--- src/uau_pkg.sv ---
`default_nettype none
package uau_pkg;
  localparam logic [3:0] PHASE_MID = 4'h7;
  localparam logic [3:0] PHASE_LAST = 4'hF;
  localparam logic [3:0] PHASE_RST = 4'h0;
  localparam logic [2:0] BIT_LAST = 3'h7;
  localparam logic [2:0] BIT_RST = 3'h0;
  localparam logic [15:0] DIVIDER_MIN = 16'h0001;
  localparam logic [15:0] COUNT_RST = 16'h0001;
  localparam logic [7:0] BYTE_RST = 8'h00;
  localparam logic [1:0] SCHEME_ALL = 2'h0;
  localparam logic [1:0] SCHEME_ADDR_ONLY = 2'h1;
  localparam logic [1:0] SCHEME_MATCH = 2'h2;
  localparam logic [1:0] SCHEME_MATCH_DATA = 2'h3;

  typedef enum logic [4:0] {
    TX_IDLE = 5'h01, TX_START = 5'h02, TX_DATA = 5'h04, TX_NINTH = 5'h08, TX_STOP = 5'h10
  } uau_tx_state_t;

  typedef enum logic [5:0] {
    RX_IDLE = 6'h01, RX_START = 6'h02, RX_DATA = 6'h04, RX_NINTH = 6'h08,
    RX_STOP = 6'h10, RX_BRKW = 6'h20
  } uau_rx_state_t;

  function automatic logic uau_parity(input logic [7:0] data, input logic odd);
    return (^data) ^ odd;
  endfunction : uau_parity
endpackage : uau_pkg
`default_nettype wire

--- src/uau_baud_if.sv ---
`default_nettype none
interface uau_baud_if;
  logic [15:0] divider;
  logic run;
  logic tick;
  modport gen (input divider, input run, output tick);
  modport user (output divider, output run, input tick);
endinterface : uau_baud_if
`default_nettype wire

--- src/uau_baud_gen.sv ---
`default_nettype none
// One tick every divider clocks; the serial logic divides a bit into 16 ticks.
module uau_baud_gen (
  input wire logic clk,
  input wire logic arst_n,
  uau_baud_if.gen bus
);
  logic [15:0] cnt_q;
  logic [15:0] cnt_d;
  logic tick_q;
  logic tick_d;

  always_comb begin
    tick_d = 1'b0;
    if (!bus.run || cnt_q <= uau_pkg::DIVIDER_MIN) begin
      // A zero divider behaves as one so the counter can never stall.
      cnt_d = (bus.divider < uau_pkg::DIVIDER_MIN) ? uau_pkg::DIVIDER_MIN : bus.divider;
      tick_d = bus.run;
    end else begin
      cnt_d = cnt_q - uau_pkg::DIVIDER_MIN;
    end
  end

  always_ff @(posedge clk or negedge arst_n) begin
    if (!arst_n) begin
      cnt_q <= uau_pkg::COUNT_RST;
      tick_q <= 1'b0;
    end else begin
      cnt_q <= cnt_d;
      tick_q <= tick_d;
    end
  end

  assign bus.tick = tick_q;
endmodule : uau_baud_gen
`default_nettype wire

--- src/uau_uart.sv ---
// Functional notes
// - 8-bit characters with optional even/odd parity
// - One or two stop bits on transmit
// - 16-bit divider, also usable as timer
// - Independent enables, shared baud and format
// - Flag framing, parity, overrun and break
// - Scheme 01: address bytes only interrupt
// - Scheme 00: all bytes, flag marks address
// - Scheme 10: compare address, drop mismatched frames
// - First data byte of matched frame flagged
// - Scheme 11: like 10, address bytes silent
// - Drive-enable output for external transceiver
// - Holding empty as soon as shift loads
// - Writing transmit data clears holding empty
// - Receive interrupt; data source separately maskable
// - Overrun keeps held character intact
// - Overrun and break shown after held read
// - Break flag tells break caused overrun
// - Status then data read clears errors
`default_nettype none
module uau_uart (
  input wire logic CORE_CLK,
  input wire logic ARST_N,
  input wire logic TX_ENABLE,
  input wire logic RX_ENABLE,
  input wire logic PARITY_ENABLE,
  input wire logic PARITY_ODD,
  input wire logic TWO_STOP,
  input wire logic [15:0] BAUD_DIVIDER,
  input wire logic TIMER_MODE,
  input wire logic MULTIPROC_ENABLE,
  input wire logic [1:0] MULTIPROC_SCHEME_SEL,
  input wire logic [7:0] ADDR_COMPARE,
  input wire logic [7:0] TX_DATA,
  input wire logic TX_ADDR_BIT,
  input wire logic TX_DATA_WR,
  input wire logic RX_DATA_RD,
  input wire logic STATUS_RD,
  input wire logic RX_DATA_IRQ_EN,
  input wire logic RXD,
  output logic TXD,
  output logic TRANSCEIVER_DRIVE_ENABLE,
  output logic TX_HOLDING_EMPTY,
  output logic TX_IRQ,
  output logic [7:0] RX_DATA,
  output logic RX_BYTE_AVAILABLE,
  output logic PARITY_ERR,
  output logic FRAMING_ERR,
  output logic OVERRUN_ERR,
  output logic LINE_BREAK_FLAG,
  output logic RX_FRAME_START_FLAG,
  output logic FIRST_DATA_OF_FRAME_FLAG,
  output logic RX_IRQ,
  output logic TIMER_EVENT
);
  ////////////////////////////////////////////////////////////////////////////////
  uau_baud_if bif ();
  assign bif.divider = BAUD_DIVIDER;
  assign bif.run = TX_ENABLE | RX_ENABLE | TIMER_MODE;
  uau_baud_gen u_baud (.clk(CORE_CLK), .arst_n(ARST_N), .bus(bif));

  logic tick;
  logic ninth_used;
  assign tick = bif.tick;
  assign ninth_used = PARITY_ENABLE | MULTIPROC_ENABLE;

  logic timer_q;
  logic timer_d;
  logic txirq_q;
  logic txirq_d;
  always_comb begin
    timer_d = tick & TIMER_MODE;
    txirq_d = TX_HOLDING_EMPTY & TX_ENABLE;
  end
  always_ff @(posedge CORE_CLK or negedge ARST_N) begin
    if (!ARST_N) begin
      timer_q <= 1'b0;
      txirq_q <= 1'b0;
    end else begin
      timer_q <= timer_d;
      txirq_q <= txirq_d;
    end
  end
  assign TIMER_EVENT = timer_q;
  assign TX_IRQ = txirq_q;

  ////////////////////////////////////////////////////////////////////////////////
  uau_pkg::uau_tx_state_t tx_state_q, tx_state_d;
  logic [3:0] tx_phase_q, tx_phase_d;
  logic [2:0] tx_bit_q, tx_bit_d;
  logic [7:0] tx_shift_q, tx_shift_d, tx_hold_q, tx_hold_d;
  logic tx_hold_addr_q, tx_hold_addr_d, tx_ninth_q, tx_ninth_d;
  logic tx_holding_empty_q, tx_holding_empty_d, txd_q, txd_d, de_q, de_d, stop2_q, stop2_d;
  logic tx_adv;

  always_comb begin
    tx_state_d = tx_state_q;
    tx_phase_d = tick ? tx_phase_q + 4'h1 : tx_phase_q;
    tx_bit_d = tx_bit_q;
    tx_shift_d = tx_shift_q;
    tx_hold_d = tx_hold_q;
    tx_hold_addr_d = tx_hold_addr_q;
    tx_ninth_d = tx_ninth_q;
    tx_holding_empty_d = tx_holding_empty_q;
    txd_d = txd_q;
    stop2_d = stop2_q;
    tx_adv = tick && tx_phase_q == uau_pkg::PHASE_LAST;
    case (tx_state_q)
      uau_pkg::TX_IDLE: begin
        txd_d = 1'b1;
        tx_phase_d = uau_pkg::PHASE_RST;
      end
      uau_pkg::TX_START: begin
        if (tx_adv) begin
          tx_state_d = uau_pkg::TX_DATA;
          tx_bit_d = uau_pkg::BIT_RST;
          txd_d = tx_shift_q[0];
        end
      end
      uau_pkg::TX_DATA: begin
        if (tx_adv) begin
          if (tx_bit_q == uau_pkg::BIT_LAST) begin
            tx_state_d = ninth_used ? uau_pkg::TX_NINTH : uau_pkg::TX_STOP;
            txd_d = ninth_used ? tx_ninth_q : 1'b1;
            stop2_d = TWO_STOP;
          end else begin
            tx_bit_d = tx_bit_q + 3'h1;
            tx_shift_d = {1'b0, tx_shift_q[7:1]};
            txd_d = tx_shift_q[1];
          end
        end
      end
      uau_pkg::TX_NINTH: begin
        if (tx_adv) begin
          tx_state_d = uau_pkg::TX_STOP;
          txd_d = 1'b1;
        end
      end
      uau_pkg::TX_STOP: begin
        if (tx_adv) begin
          if (stop2_q) begin
            stop2_d = 1'b0;
          end else begin
            tx_state_d = uau_pkg::TX_IDLE;
          end
        end
      end
      default: begin
        tx_state_d = uau_pkg::TX_IDLE;
      end
    endcase
    // Loading at the end of the last stop bit keeps back-to-back characters gap-free.
    if (TX_ENABLE && !tx_holding_empty_q && (tx_state_q == uau_pkg::TX_IDLE ||
        (tx_state_q == uau_pkg::TX_STOP && tx_adv && !stop2_q))) begin
      tx_state_d = uau_pkg::TX_START;
      tx_phase_d = uau_pkg::PHASE_RST;
      tx_shift_d = tx_hold_q;
      // Multiprocessor mode puts the address marker where parity would go.
      tx_ninth_d = MULTIPROC_ENABLE ? tx_hold_addr_q
                                    : uau_pkg::uau_parity(tx_hold_q, PARITY_ODD);
      tx_holding_empty_d = 1'b1;
      txd_d = 1'b0;
    end
    if (TX_DATA_WR) begin
      tx_hold_d = TX_DATA;
      tx_hold_addr_d = TX_ADDR_BIT;
      tx_holding_empty_d = 1'b0;
    end
    de_d = (tx_state_d != uau_pkg::TX_IDLE);
  end

  always_ff @(posedge CORE_CLK or negedge ARST_N) begin
    if (!ARST_N) begin
      tx_state_q <= uau_pkg::TX_IDLE;
      tx_phase_q <= uau_pkg::PHASE_RST;
      tx_bit_q <= uau_pkg::BIT_RST;
      tx_shift_q <= uau_pkg::BYTE_RST;
      tx_hold_q <= uau_pkg::BYTE_RST;
      tx_hold_addr_q <= 1'b0;
      tx_ninth_q <= 1'b0;
      tx_holding_empty_q <= 1'b1;
      txd_q <= 1'b1;
      de_q <= 1'b0;
      stop2_q <= 1'b0;
    end else begin
      tx_state_q <= tx_state_d;
      tx_phase_q <= tx_phase_d;
      tx_bit_q <= tx_bit_d;
      tx_shift_q <= tx_shift_d;
      tx_hold_q <= tx_hold_d;
      tx_hold_addr_q <= tx_hold_addr_d;
      tx_ninth_q <= tx_ninth_d;
      tx_holding_empty_q <= tx_holding_empty_d;
      txd_q <= txd_d;
      de_q <= de_d;
      stop2_q <= stop2_d;
    end
  end
  assign TXD = txd_q;
  assign TRANSCEIVER_DRIVE_ENABLE = de_q;
  assign TX_HOLDING_EMPTY = tx_holding_empty_q;

  ////////////////////////////////////////////////////////////////////////////////
  logic rxd_m_q, rxd_s_q;
  uau_pkg::uau_rx_state_t rx_state_q, rx_state_d;
  logic [3:0] rx_phase_q, rx_phase_d;
  logic [2:0] rx_bit_q, rx_bit_d;
  logic [7:0] rx_shift_q, rx_shift_d;
  logic rx_ninth_q, rx_ninth_d;
  logic rx_done, rx_fe, rx_brk, rx_perr, rx_samp, rx_adv;

  always_comb begin
    rx_state_d = rx_state_q;
    rx_phase_d = tick ? rx_phase_q + 4'h1 : rx_phase_q;
    rx_bit_d = rx_bit_q;
    rx_shift_d = rx_shift_q;
    rx_ninth_d = rx_ninth_q;
    rx_done = 1'b0;
    rx_samp = tick && rx_phase_q == uau_pkg::PHASE_MID;
    rx_adv = tick && rx_phase_q == uau_pkg::PHASE_LAST;
    rx_fe = ~rxd_s_q;
    rx_brk = ~rxd_s_q && rx_shift_q == uau_pkg::BYTE_RST && !(ninth_used && rx_ninth_q);
    rx_perr = PARITY_ENABLE && !MULTIPROC_ENABLE &&
              rx_ninth_q != uau_pkg::uau_parity(rx_shift_q, PARITY_ODD);
    case (rx_state_q)
      uau_pkg::RX_IDLE: begin
        rx_phase_d = uau_pkg::PHASE_RST;
        if (RX_ENABLE && !rxd_s_q) begin
          rx_state_d = uau_pkg::RX_START;
        end
      end
      uau_pkg::RX_START: begin
        // A start edge that is high again at mid-bit was a glitch.
        if (rx_samp && rxd_s_q) begin
          rx_state_d = uau_pkg::RX_IDLE;
        end else if (rx_adv) begin
          rx_state_d = uau_pkg::RX_DATA;
          rx_bit_d = uau_pkg::BIT_RST;
        end
      end
      uau_pkg::RX_DATA: begin
        if (rx_samp) begin
          rx_shift_d = {rxd_s_q, rx_shift_q[7:1]};
        end
        if (rx_adv) begin
          if (rx_bit_q == uau_pkg::BIT_LAST) begin
            rx_state_d = ninth_used ? uau_pkg::RX_NINTH : uau_pkg::RX_STOP;
          end else begin
            rx_bit_d = rx_bit_q + 3'h1;
          end
        end
      end
      uau_pkg::RX_NINTH: begin
        if (rx_samp) begin
          rx_ninth_d = rxd_s_q;
        end
        if (rx_adv) begin
          rx_state_d = uau_pkg::RX_STOP;
        end
      end
      uau_pkg::RX_STOP: begin
        if (rx_samp) begin
          rx_done = 1'b1;
          // A held-low line must return high before another start is accepted.
          rx_state_d = rxd_s_q ? uau_pkg::RX_IDLE : uau_pkg::RX_BRKW;
        end
      end
      uau_pkg::RX_BRKW: begin
        if (rxd_s_q) begin
          rx_state_d = uau_pkg::RX_IDLE;
        end
      end
      default: begin
        rx_state_d = uau_pkg::RX_IDLE;
      end
    endcase
  end

  always_ff @(posedge CORE_CLK or negedge ARST_N) begin
    if (!ARST_N) begin
      rxd_m_q <= 1'b1;
      rxd_s_q <= 1'b1;
      rx_state_q <= uau_pkg::RX_IDLE;
      rx_phase_q <= uau_pkg::PHASE_RST;
      rx_bit_q <= uau_pkg::BIT_RST;
      rx_shift_q <= uau_pkg::BYTE_RST;
      rx_ninth_q <= 1'b0;
    end else begin
      rxd_m_q <= RXD;
      rxd_s_q <= rxd_m_q;
      rx_state_q <= rx_state_d;
      rx_phase_q <= rx_phase_d;
      rx_bit_q <= rx_bit_d;
      rx_shift_q <= rx_shift_d;
      rx_ninth_q <= rx_ninth_d;
    end
  end

  ////////////////////////////////////////////////////////////////////////////////
  logic [7:0] rdata_q, rdata_d;
  logic rda_q, rda_d, perr_q, perr_d, fe_q, fe_d, ovr_q, ovr_d, brk_q, brk_d;
  logic fs_q, fs_d, fd_q, fd_d, irq_q, irq_d;
  logic ovr_pend_q, ovr_pend_d, brk_pend_q, brk_pend_d, armed_q, armed_d;
  logic matched_q, matched_d, first_pend_q, first_pend_d;
  logic is_addr, deliver, fs_c, fd_c, rx_store;

  always_comb begin
    rdata_d = rdata_q;
    rda_d = rda_q;
    perr_d = perr_q;
    fe_d = fe_q;
    ovr_d = ovr_q;
    brk_d = brk_q;
    fs_d = fs_q;
    fd_d = fd_q;
    ovr_pend_d = ovr_pend_q;
    brk_pend_d = brk_pend_q;
    armed_d = armed_q;
    matched_d = matched_q;
    first_pend_d = first_pend_q;
    is_addr = MULTIPROC_ENABLE & rx_ninth_q;
    deliver = 1'b1;
    fs_c = 1'b0;
    fd_c = 1'b0;
    rx_store = 1'b0;
    if (STATUS_RD && ovr_q) begin
      armed_d = 1'b1;
    end
    if (RX_DATA_RD && rda_q) begin
      if (armed_q) begin
        {rda_d, ovr_d, brk_d, perr_d, fe_d, armed_d} = 6'h00;
      end else if (ovr_pend_q) begin
        // The discarded byte is flagged only after the good one has been taken.
        ovr_d = 1'b1;
        brk_d = brk_pend_q;
        rda_d = 1'b1;
        ovr_pend_d = 1'b0;
      end else begin
        {rda_d, perr_d, fe_d, brk_d} = 4'h0;
      end
    end
    if (MULTIPROC_ENABLE) begin
      case (MULTIPROC_SCHEME_SEL)
        uau_pkg::SCHEME_ALL: begin
          fs_c = is_addr;
        end
        uau_pkg::SCHEME_ADDR_ONLY: begin
          deliver = is_addr;
          fs_c = is_addr;
        end
        uau_pkg::SCHEME_MATCH, uau_pkg::SCHEME_MATCH_DATA: begin
          if (is_addr) begin
            if (rx_done) begin
              matched_d = (rx_shift_q == ADDR_COMPARE);
              first_pend_d = (rx_shift_q == ADDR_COMPARE);
            end
            deliver = (rx_shift_q == ADDR_COMPARE) &&
                      MULTIPROC_SCHEME_SEL == uau_pkg::SCHEME_MATCH;
            fs_c = 1'b1;
          end else begin
            deliver = matched_q;
            fd_c = first_pend_q;
          end
        end
        default: begin
          deliver = 1'b1;
        end
      endcase
    end
    if (rx_done && deliver) begin
      if (rda_d) begin
        ovr_pend_d = 1'b1;
        brk_pend_d = ovr_pend_q ? brk_pend_q : rx_brk;
      end else begin
        rx_store = 1'b1;
        rdata_d = rx_shift_q;
        rda_d = 1'b1;
        perr_d = rx_perr;
        fe_d = rx_fe;
        brk_d = rx_brk;
        fs_d = fs_c;
        fd_d = fd_c;
        if (!is_addr) begin
          first_pend_d = 1'b0;
        end
      end
    end
    irq_d = (rda_d & RX_DATA_IRQ_EN) | ovr_d | fe_d | brk_d;
  end

  always_ff @(posedge CORE_CLK or negedge ARST_N) begin
    if (!ARST_N) begin
      rdata_q <= uau_pkg::BYTE_RST;
      {rda_q, perr_q, fe_q, ovr_q, brk_q, fs_q, fd_q, irq_q} <= 8'h00;
      {ovr_pend_q, brk_pend_q, armed_q, matched_q, first_pend_q} <= 5'h00;
    end else begin
      rdata_q <= rdata_d;
      {rda_q, perr_q, fe_q, ovr_q, brk_q, fs_q, fd_q, irq_q} <=
        {rda_d, perr_d, fe_d, ovr_d, brk_d, fs_d, fd_d, irq_d};
      {ovr_pend_q, brk_pend_q, armed_q, matched_q, first_pend_q} <=
        {ovr_pend_d, brk_pend_d, armed_d, matched_d, first_pend_d};
    end
  end
  assign RX_DATA = rdata_q;
  assign RX_BYTE_AVAILABLE = rda_q;
  assign PARITY_ERR = perr_q;
  assign FRAMING_ERR = fe_q;
  assign OVERRUN_ERR = ovr_q;
  assign LINE_BREAK_FLAG = brk_q;
  assign RX_FRAME_START_FLAG = fs_q;
  assign FIRST_DATA_OF_FRAME_FLAG = fd_q;
  assign RX_IRQ = irq_q;
endmodule : uau_uart
`default_nettype wire

--- config.mk ---
export PLATFORM = sky130hd
export DESIGN_NAME = uau_uart
export DESIGN_NICKNAME = d
export VERILOG_FILES = /design/src/uau_pkg.sv /design/src/uau_baud_if.sv /design/src/uau_baud_gen.sv /design/src/uau_uart.sv
export SDC_FILE = /design/constraint.sdc
export NUM_CORES = 1
export LEC_CHECK = 0
export BUFFER_PORTS_ARGS = -buffer_cell sky130_fd_sc_hd__buf_2
export CORE_MARGIN = 1.5
export CORE_UTILIZATION = 50
export CTS_BUF_LIST = sky130_fd_sc_hd__clkbuf_16
export DETAILED_ROUTE_END_ITERATION = 10
export PLACE_DENSITY = 0.74
export SETUP_SLACK_MARGIN = 0.2
export SLEW_MARGIN = 20
export SYNTH_ARGS = -nofsm -noshare
export SYNTH_HDL_FRONTEND = slang
export SYNTH_SLANG_ARGS = --single-unit
--- constraint.sdc ---
create_clock -name CORE_CLK -period 2.4 [get_ports CORE_CLK]
set_clock_uncertainty 0.1 [all_clocks]
set_input_delay 0.48 -clock CORE_CLK [delete_from_list [all_inputs] [get_ports CORE_CLK]]
set_output_delay 0.48 -clock CORE_CLK [all_outputs]
set_load 0.01 [all_outputs]
==> results.toml, run 1 <==
[outcome]
status = "completed"

[timing]
drv_slew = 0
fmax_ghz = 0.4411
rsz0062_at_grt = "true"
max_slew_margin = 0.6164
final-hold-violation-count = 0
period_share = 0.9447
finalSetupViolCount = 0
setup-tns-final_ns = 0
worst_pin_slew_ns = 0.5754
fin_crit_ns = 2.267

[clocking]
cts_hold_buf = 0
cts_tree = "built"
cts.sinks = 98
cts.htree.levels = 3
clock_path_buffers = 2
cts-root-buf = "clkbuf_16"
cts_buffers = 9
clk_pin_slew_ns = 0.07
clkLatencyLatePin_ns = 0.35

[pwr]
seq_power_share = 0.434
switchingPower_mw = 1.548
p_int_mw = 3.538
p_comb_frac = 0.268
power_frac_clock = 0.298
power_leakage_nw = 2.818
sw_frac_of_total = 0.3043
powerDensity_nw_per_um2 = 822.1
peakVddDrop_mv = 0.5102

[drt]
wl_mm = 11.22
wl_per_cell_um = 15.40
ant_nets = 0
dr.pass1.iters = 5
route.detailed.drc = 0
drt-initial-drc-count = 309
routed_via_density = 5.505
vias = 4013

[synthesis]
synth-compound-area-share = 0.1221
ys_types = 60
yosysMostFrequentCell = "dfrtp_1"
syn-num-nets = 552
synth_flop_cell = "dfrtp_1"
async_reset_ff_frac = 1.000
synth_top_cell_by_area = "dfrtp_1"
synth_top_area_frac = 0.4526
syn_inst = 491
synth_seq_cells = 98
synth-xor-area-share = 0.07138
synthAdderAreaFrac = 0.02984
yosys-top-cells-area = "dfrtp_1 45%, xnor2_1 5.2%, o21ai_0 4.6%, nand2_1 4.5%, mux2_2 3.8%"
synth_edf_count = 0
synthTopCellsByCount = "91 x dfrtp_1, 60 x nand2_1, 46 x o21ai_0"
syn_avg_cell_area_sq_um = 10.25
yosysSeqAreaShare = 0.4892
synth.area.mux_share = 0.07983
yosys.area_share.simple = 0.1798
syn_area_sq_um = 5031
yosysWarnings = 0
synth_top_family_by_area = "simple AND/OR/NAND/NOR gates"

[global_routing]
grt_pass1_vias = 3906
grt_overflow = 0
antenna_found_initial = 0
grt.total_usage = 0.2231
grt_max_degree = 43
grt_pass1_wl_mm = 18.20

[final_layout]
final_nets = 652
n_fill_cell = 789
drive_above_1_share = 0.3054
fin_cells = 729
antenna_cells = 0
syn_to_final_growth_pct = 22.95

[worst_setup_path]
slowest_stage = "or4_4"
path_class = "reg2reg"
worstPathCellList = "nor4_4, nand4_1, or4_4, a21oi_4, buf_12, mux2_2"
worstPathRequired_ns = 2.54
worstPathArrival_ns = 2.40
start_kind = "flop"
cpPeakStageDelay_ns = 0.48
crit_fanout = 9
cp-end-kind = "flop"

[run]
cap_violations = 0

[hold_path]
hp-class = "in2async"

[floorplan]
top_level_ports = 70
core_sq_um = 9774
row_count = 36
initial_core_util = 0.5147
fp.dieH_um = 103.3
die_area_sq_um = 10670
die_w_um = 103.3

[place]
dp.final_hpwl_mm = 7.807
place_congestion = 0.8801
place_inst = 699
port-buffer-count = 69
==> layer usage <==
layer,track usage,share of wire
met5,0,0
met4,0.09356,0.017
met3,0.04503,0.056
met2,0.3583,0.49
met1,0.2970,0.43
==> kinds of logic after synthesis <==
family | Yosys count
DFF | 98
and+or+nand+nor | 176
xor gates and xnor gates | 41
buffers and inverters | 33
AOI/OAI and AO/OA | 96
adders and majority gates | 12
muxes | 35
==> state kept, by name (all words and copies together), names as in the netlist, 5 cells and up <==
| register | cells |
|---|---|
| RX_DATA | 8 |
| rx_shift_q | 8 |
| rx_state_q | 6 |
| tx_hold_q | 8 |
| tx_shift_q | 8 |
| tx_state_q | 5 |
| u_baud.cnt_q | 16 |
==> power by group through the flow <==
stage / Combinational (mW) / Clock, mW / Sequential [mW]
final: 1.36 / 1.52 / 2.21
after global routing: 1.51 / 1.62 / 2.24
after CTS: 1.25 / 1.55 / 2.20
after detailed placement: 1.13 / 0 / 2.22
after global placement: 1.09 / 0 / 2.20
after floorplan: 0.817 / 0 / 2.16
==> metrics by stage <==
step | total power [mW] | hold slack, ns | util | worst slack (ns) | instance area [sq um]
4_1_cts | 4.989 | 0.04360 | 0.6242 | 0.1620 | 6101
3_3_place_gp | 3.292 | 0.2466 | 0.5799 | 0.05454 | 5668
2_1_floorplan | 2.972 | 0.08441 | - | 0.08368 | 5041
6_report | 5.085 | 0.02898 | 0.6329 | 0.1327 | 6186
5_1_grt | 5.363 | 0.07541 | 0.6329 | 0.04910 | 6186
3_5_place_dp | 3.351 | 0.2513 | 0.5799 | -0.02708 | 5668
==> worst max-delay path: cells and delay by family, from the launching register on <==
family                 cells  cell delay [ns]
and+or+nand+nor            3             0.95
AOI/OAI and AO/OA          1             0.18
buffers and inverters      1             0.15
DFF                        1             0.44
muxes                      1             0.33
==> final timing paths <==
kind | from | end | slack [ns] | cells past startpoint
max | rx_state_q[1] | RX_DATA[2] | 0.13 | 6
min | ARST_N | tx_bit_q[0] | 0.03 | 1
max reg2reg | rx_state_q[1] | RX_DATA[2] | 0.13 | 6
min reg2reg | rxd_m_q | rxd_s_q | 0.26 | 0
max in group asynchronous | ARST_N | rx_state_q[0] | 1.45 | 2
min in group CORE_CLK | RXD | rxd_m_q | 0.14 | 1
==> layout by cell type (no fill, tap or decap), drive strengths merged, types with 5 or more instances in the layout <==
master  instances
or4             6
nand3           5
dfstp           7
xnor2          30
nor4            8
nand2          60
ha             12
nor2b           5
xor2           11
nor3           18
clkbuf          9
o21ai          46
nor2           35
inv            17
a21oi          11
mux2           23
buf           107
nor3b           5
mux2i          12
nand4           8
dfrtp          91
==> repair_timing <==
item                       CTS  global route
resized for setup           13            18
setup endpoints to repair   41            42
setup buffers                9             4
gates cloned                 0             1
pin swaps                    6             5
==> final cells by class <==
| class | count | area [sq um] | share of cell area |
|---|---|---|---|
| multi-input combinational | 360 | 2519 | 0.4072 |
| clock inverter | 7 | 87.58 | 0.01416 |
| timing repair buffer | 107 | 665.6 | 0.1076 |
| clock buffer | 9 | 225.2 | 0.03641 |
| inverter | 15 | 56.30 | 0.009102 |
| tap | 133 | 166.4 | 0.02690 |
| sequential | 98 | 2466 | 0.3987 |
(Power assumes the default switching activity.)
==> run 2: changes to the inputs <==
PLACE_DENSITY = 0.73   (was 0.74)
SYNTH_HIERARCHICAL = 1   (was default)
==> run 2 against run 1 <==
First-iteration DRC count fell by 41%. Sequential power barely moved. Fmax rose by 0.97%. Worst setup slack improved by 0.022 ns. Worst hold slack improved by 0.12 ns. Utilization fell by 1.2 points. Synthesized cell count rose by 5.1%. Largest power group unchanged.
==> results.toml, run 2 <==
[global_routing]
antenna_found_initial = 0
grt_pass1_wl_mm = 18.27
grt_pass1_vias = 3964
grt_max_degree = 38
grt.total_usage = 0.2028
grt_overflow = 0

[synthesis]
synthTopCellsByCount = "91 x dfrtp_1, 53 x nand2_1, 37 x o21ai_0"
async_reset_ff_frac = 1.000
synth-xor-area-share = 0.07184
synth_flop_cell = "dfrtp_1"
synth_top_family_by_area = "simple AND/OR/NAND/NOR gates"
synth_top_area_frac = 0.4344
syn_avg_cell_area_sq_um = 10.16
syn-num-nets = 577
yosysSeqAreaShare = 0.4695
syn_area_sq_um = 5243
synth_edf_count = 0
synth-compound-area-share = 0.1294
synthAdderAreaFrac = 0.02864
yosysWarnings = 6
synth.area.mux_share = 0.07422
yosys.area_share.simple = 0.1900
ys_types = 60
yosys-top-cells-area = "dfrtp_1 43%, mux2_2 4.9%, xnor2_1 4.5%, nand2_1 3.8%, o21ai_0 3.5%"
syn_inst = 516
synth_seq_cells = 98
yosysMostFrequentCell = "dfrtp_1"
synth_top_cell_by_area = "dfrtp_1"

[worst_setup_path]
worstPathRequired_ns = 2.52
cpPeakStageDelay_ns = 0.56
worstRegToRegCells = 7
rr_startpoint = "rx_phase_q[0]"
path_class = "reg2reg"
start_kind = "flop"
worstPathCellList = "ha_2, and4b_1, and3_4, a21boi_4, a41oi_4, or4_1, a31o_1"
rr_endpoint = "RX_IRQ"
critPathBufInv = 0
r2r_slack_ns = 0.15
crit_fanout = 4
cp-end-kind = "flop"
slowest_stage = "or4_1"
worstPathArrival_ns = 2.36
critPathTopFamily = "simple AND/OR/NAND/NOR gates"

[floorplan]
top_level_ports = 70
core_sq_um = 10230
row_count = 37
die_w_um = 105.4
fp.dieH_um = 105.4
die_area_sq_um = 11110
initial_core_util = 0.5124

[timing]
final-hold-violation-count = 0
fmax_ghz = 0.4454
max_slew_margin = 0.5698
rsz0062_at_grt = "true"
fin_crit_ns = 2.245
worst_pin_slew_ns = 0.6394
drv_slew = 0
setup_ws_ns = 0.1546
setup-tns-final_ns = 0
finalSetupViolCount = 0
period_share = 0.9356

[outcome]
status = "completed"

[final_layout]
largest_reg_flops = 16
drive_above_1_share = 0.3290
antenna_cells = 0
layout_commonest_cell = "dfrtp_1"
regMostFlops = "u_baud/cnt_q"
n_fill_cell = 851
final_nets = 670
syn_to_final_growth_pct = 21.19
layout_common_cells = "87 x dfrtp_1, 68 x buf_2, 53 x nand2_1"

[place]
place_congestion = 0.9779
port-buffer-count = 69
post-place-ws_ns = 0.1026
dp.final_hpwl_mm = 7.802

[drt]
wl_per_cell_um = 14.65
wl_mm = 10.99
vias = 4108
drt-initial-drc-count = 182
ant_nets = 0
route.detailed.drc = 0
dr.pass1.iters = 5
routed_via_density = 5.477

[clocking]
clkLatencyLatePin_ns = 0.34
cts_tree = "built"
cts-root-buf = "clkbuf_16"
cts.sinks = 98
cts_buffers = 9
clock_path_buffers = 2
clk_pin_slew_ns = 0.07
cts.htree.levels = 3

[hold_path]
whs_path_depth = 1
hp-class = "in2reg"
min_to = "rxd_m_q"
hp-start = "RXD"

[pwr]
peakVddDrop_mv = 0.4639
powerDensity_nw_per_um2 = 789.3
power_leakage_nw = 2.882

[run]
cap_violations = 0
==> run 2: report_power, final <==
group          leakage (nW)  internal [mW]  total, mW  switching (mW)
clock network         0.156          0.921       1.55           0.634
registers              1.27           1.94       2.19           0.255
logic                  1.46          0.606       1.27           0.663
==> run 2: through the flow <==
step,total power [mW],util,cell area (sq um),hold slack (ns),instances
finish,5.015,0.6210,6354,0.1461,750
floorplan,3.039,-,5256,0.08441,516
detailed placement,3.373,0.5688,5819,0.2473,721
global placement,3.320,0.5688,5819,0.2494,721
global route,5.316,0.6210,6354,0.1301,750
CTS,4.947,0.6036,6176,0.1387,740
==> run 2: final cells by class <==
cell class,count,area (sq um),area share
clock buffers,9,225.2,0.03545
clock inverters,7,98.84,0.01556
inverters,21,78.83,0.01241
multi-input cells,380,2675,0.4210
flip-flops and latches,98,2466,0.3881
well taps,136,170.2,0.02678
repair buffers,99,639.4,0.1006
==> run 2: worst max path at each step <==
| stage | slack [ns] | cells after the start | endpoint | from |
|---|---|---|---|---|
| floorplan | 0.12 | 8 | LINE_BREAK_FLAG | rx_phase_q[0] |
| global placement | 0.20 | 7 | RX_IRQ | ADDR_COMPARE[0] |
| detailed placement | 0.10 | 7 | RX_IRQ | ADDR_COMPARE[3] |
| CTS | 0.14 | 6 | RX_IRQ | rx_state_q[1] |
| global route | 0.09 | 6 | RX_IRQ | rx_state_q[2] |
| finish | 0.15 | 7 | RX_IRQ | rx_phase_q[0] |
==> run 2: worst reg2reg max path: stages, from the launching register on <==
cell and delay [ns]:
dfrtp_1 0.36, ha_2 0.20, and4b_1 0.23, and3_4 0.19, a21boi_4 0.22, a41oi_4 0.05
or4_1 0.56, a31o_1 0.21
==> run 2: logic make-up (layout without fill, tap and decap cells) <==
logic type | after synthesis | in the layout
buffers and inverters | 39 | 136
AND/OR/NAND/NOR | 192 | 193
multiplexers | 36 | 36
flip-flops | 98 | 98
AO/OA/AOI/OAI | 96 | 96
XOR/XNOR | 43 | 43
adder cells (fa/ha/maj) | 12 | 12
==> run 2: repair_timing <==
item / 4_1_cts / 5_1_grt
hold buffers: 1 / 0
hold endpoints to repair: 20 / 0
gates resized for setup: 2 / 14
gates cloned: 0 / 3
endpoints found under the setup margin: 12 / 30
setup buffers: 2 / 7
pin swaps: 0 / 8
==> run 2: per-layer routing <==
metal,global-route usage,vias to the layer above,wire length (um)
met5,0,-,0
met2,0.3357,112,5468
met4,0.06556,0,159
li1,-,2011,-
met3,0.04020,12,427
met1,0.2679,1973,4929
==> run 3: changes to the inputs <==
CORE_UTILIZATION = 40   (was 50)
PLACE_DENSITY = default   (was 0.73)
==> run 3 against run 2 <==
Global-route usage fell by 3.6 points. Register-to-register slack better by 0.05 ns. Die area grew 24%.
==> results.toml, run 3 (same netlist as run 2, synthesis figures left out) <==
[drt]
vias = 4044
routed_via_density = 5.132
dr_wl_met2_mm = 5.530
dr.pass1.iters = 4
wl_met1_mm = 5.114
wl_mm = 11.26
route.detailed.drc = 0
wl_met3_um = 467
ant_nets = 0
drt-initial-drc-count = 226
wl_per_cell_um = 14.29
top_layer = "met4"

[worst_setup_path]
path_class = "reg2reg"
critPathTopFamily = "simple AND/OR/NAND/NOR gates"
rr_startpoint = "rx_phase_q[1]"
worstPathRequired_ns = 2.53
critPathBufInv = 1
critical_path.startpoint = "rx_phase_q[1]"
slowest_stage = "dfrtp_1"
rr_endpoint = "RX_IRQ"
worstPathCellList = "ha_2, and4b_1, and3_4, buf_4, a41o_2, or3_4, a31o_1"
crit_cells = 7
worstRegToRegCells = 7
r2r_slack_ns = 0.20
cp-endpoint = "RX_IRQ"
crit_fanout = 5
cpPeakStageDelay_ns = 0.38
worstPathArrival_ns = 2.33
cp-end-kind = "flop"
start_kind = "flop"

[pwr]
switchingPower_mw = 1.511
peakVddDrop_mv = 0.6562
power_frac_clock = 0.298
p_int_mw = 3.447
seq_power_share = 0.442
p_comb_frac = 0.260
powerDensity_nw_per_um2 = 777.5
sw_frac_of_total = 0.3048
power_leakage_nw = 2.906

[timing]
max_slew_margin = 0.5575
final-hold-violation-count = 0
rsz0062_at_grt = "true"
setup-tns-final_ns = 0
period_share = 0.9164
drv_slew = 0
worst_pin_slew_ns = 0.6577
fin_crit_ns = 2.199
fmax_ghz = 0.4547
finalSetupViolCount = 0

[final_layout]
regMostFlops = "u_baud/cnt_q"
drive_above_1_share = 0.3166
fin_cells = 788
layout_commonest_cell = "dfrtp_1"
layout_common_cells = "89 x dfrtp_1, 68 x buf_2, 53 x nand2_1"
antenna_cells = 0
largest_reg_flops = 16
final_nets = 672
syn_to_final_growth_pct = 21.62

[clocking]
clock_path_buffers = 2
clkLatencyLatePin_ns = 0.35
cts.htree.levels = 3
cts_tree = "built"
cts-root-buf = "clkbuf_16"
cts_hold_buf = 0
cts.sinks = 98
cts_buffers = 9
clk_pin_slew_ns = 0.06

[floorplan]
fp.dieH_um = 117.5
die_w_um = 117.5
initial_core_util = 0.4121
row_count = 41
core_sq_um = 12720
top_level_ports = 70
die_area_sq_um = 13800

[global_routing]
grt_max_degree = 41
antenna_found_initial = 0
grt_overflow = 0
grt_pass1_vias = 3969
grt.total_usage = 0.1669
grt_pass1_wl_mm = 18.70

[place]
place_inst = 757
dp.final_hpwl_mm = 7.988
place_congestion = 0.8092
port-buffer-count = 69

[run]
cap_violations = 0

[outcome]
status = "completed"

[hold_path]
hp-class = "in2async"
run 3: cell types whose count changed in the layout (fill, tap and decap cells not counted), sizes merged:
cell	previous run	this run
dlygate4sd3	1	0
inv	23	24
clkinvlp	1	0
buf	96	100
or3	11	10
run 3: layout make-up:
| class | count | area [sq um] |
|---|---|---|
| clock buffer | 9 | 225.2 |
| multi-input combinational | 379 | 2643 |
| sequential | 98 | 2464 |
| fill | 1220 | 6346 |
| clock inverter | 7 | 78.83 |
| tap | 172 | 215.2 |
| timing repair buffer | 102 | 671.9 |
| inverter | 21 | 78.83 |
run 3: metal layers:
layer,global-route usage,up-vias
met5,0,-
li1,-,2014
met3,0.05233,10
met4,0.03277,0
met1,0.2103,1928
met2,0.2842,92
run 3: timing repair:
action                                  CTS  global route
buffers inserted                          5             7
gates cloned                              0             3
endpoints found under the setup margin    5            15
pin swaps                                 4             6
resized for setup                         6             3
run 3: power groups by stage:
| stage | Clock, mW | Combinational (mW) | Sequential, mW |
|---|---|---|---|
| finish | 1.48 | 1.29 | 2.19 |
| global route | 1.59 | 1.43 | 2.24 |
| CTS | 1.53 | 1.24 | 2.19 |
| detailed placement | 0 | 1.19 | 2.21 |
| global placement | 0 | 1.16 | 2.20 |
| floorplan | 0 | 0.882 | 2.16 |
run 3: worst register-to-register path, stage by stage, from the launching register on:
cell and delay [ns]:
dfrtp_1 0.38, ha_2 0.19, and4b_1 0.21, and3_4 0.19, buf_4 0.15, a41o_2 0.27, or3_4 0.38, a31o_1 0.22
run 3: how the worst min path moves through the flow:
| stage | to | slack [ns] | cells past startpoint |
|---|---|---|---|
| after floorplan | FIRST_DATA_OF_FRAME_FLAG | 0.08 | 0 |
| after global placement | rxd_s_q | 0.25 | 0 |
| after detailed placement | rxd_s_q | 0.25 | 0 |
| after CTS | TX_IRQ | 0.03 | 1 |
| after global routing | TX_IRQ | 0.06 | 1 |
| final | TX_IRQ | 0.02 | 1 |
run 3: through the flow:
step | hold slack, ns | utilization | cell area (sq um) | power [mW] | setup WS (ns)
after detailed placement | 0.2510 | 0.4619 | 5877 | 3.394 | 0.08809
after floorplan | 0.08441 | - | 5256 | 3.039 | 0.1214
after CTS | 0.03439 | 0.4911 | 6247 | 4.958 | 0.1962
after global placement | 0.2515 | 0.4619 | 5877 | 3.361 | 0.1677
after global routing | 0.05572 | 0.5012 | 6376 | 5.264 | 0.1205
final | 0.01869 | 0.5012 | 6376 | 4.957 | 0.2006
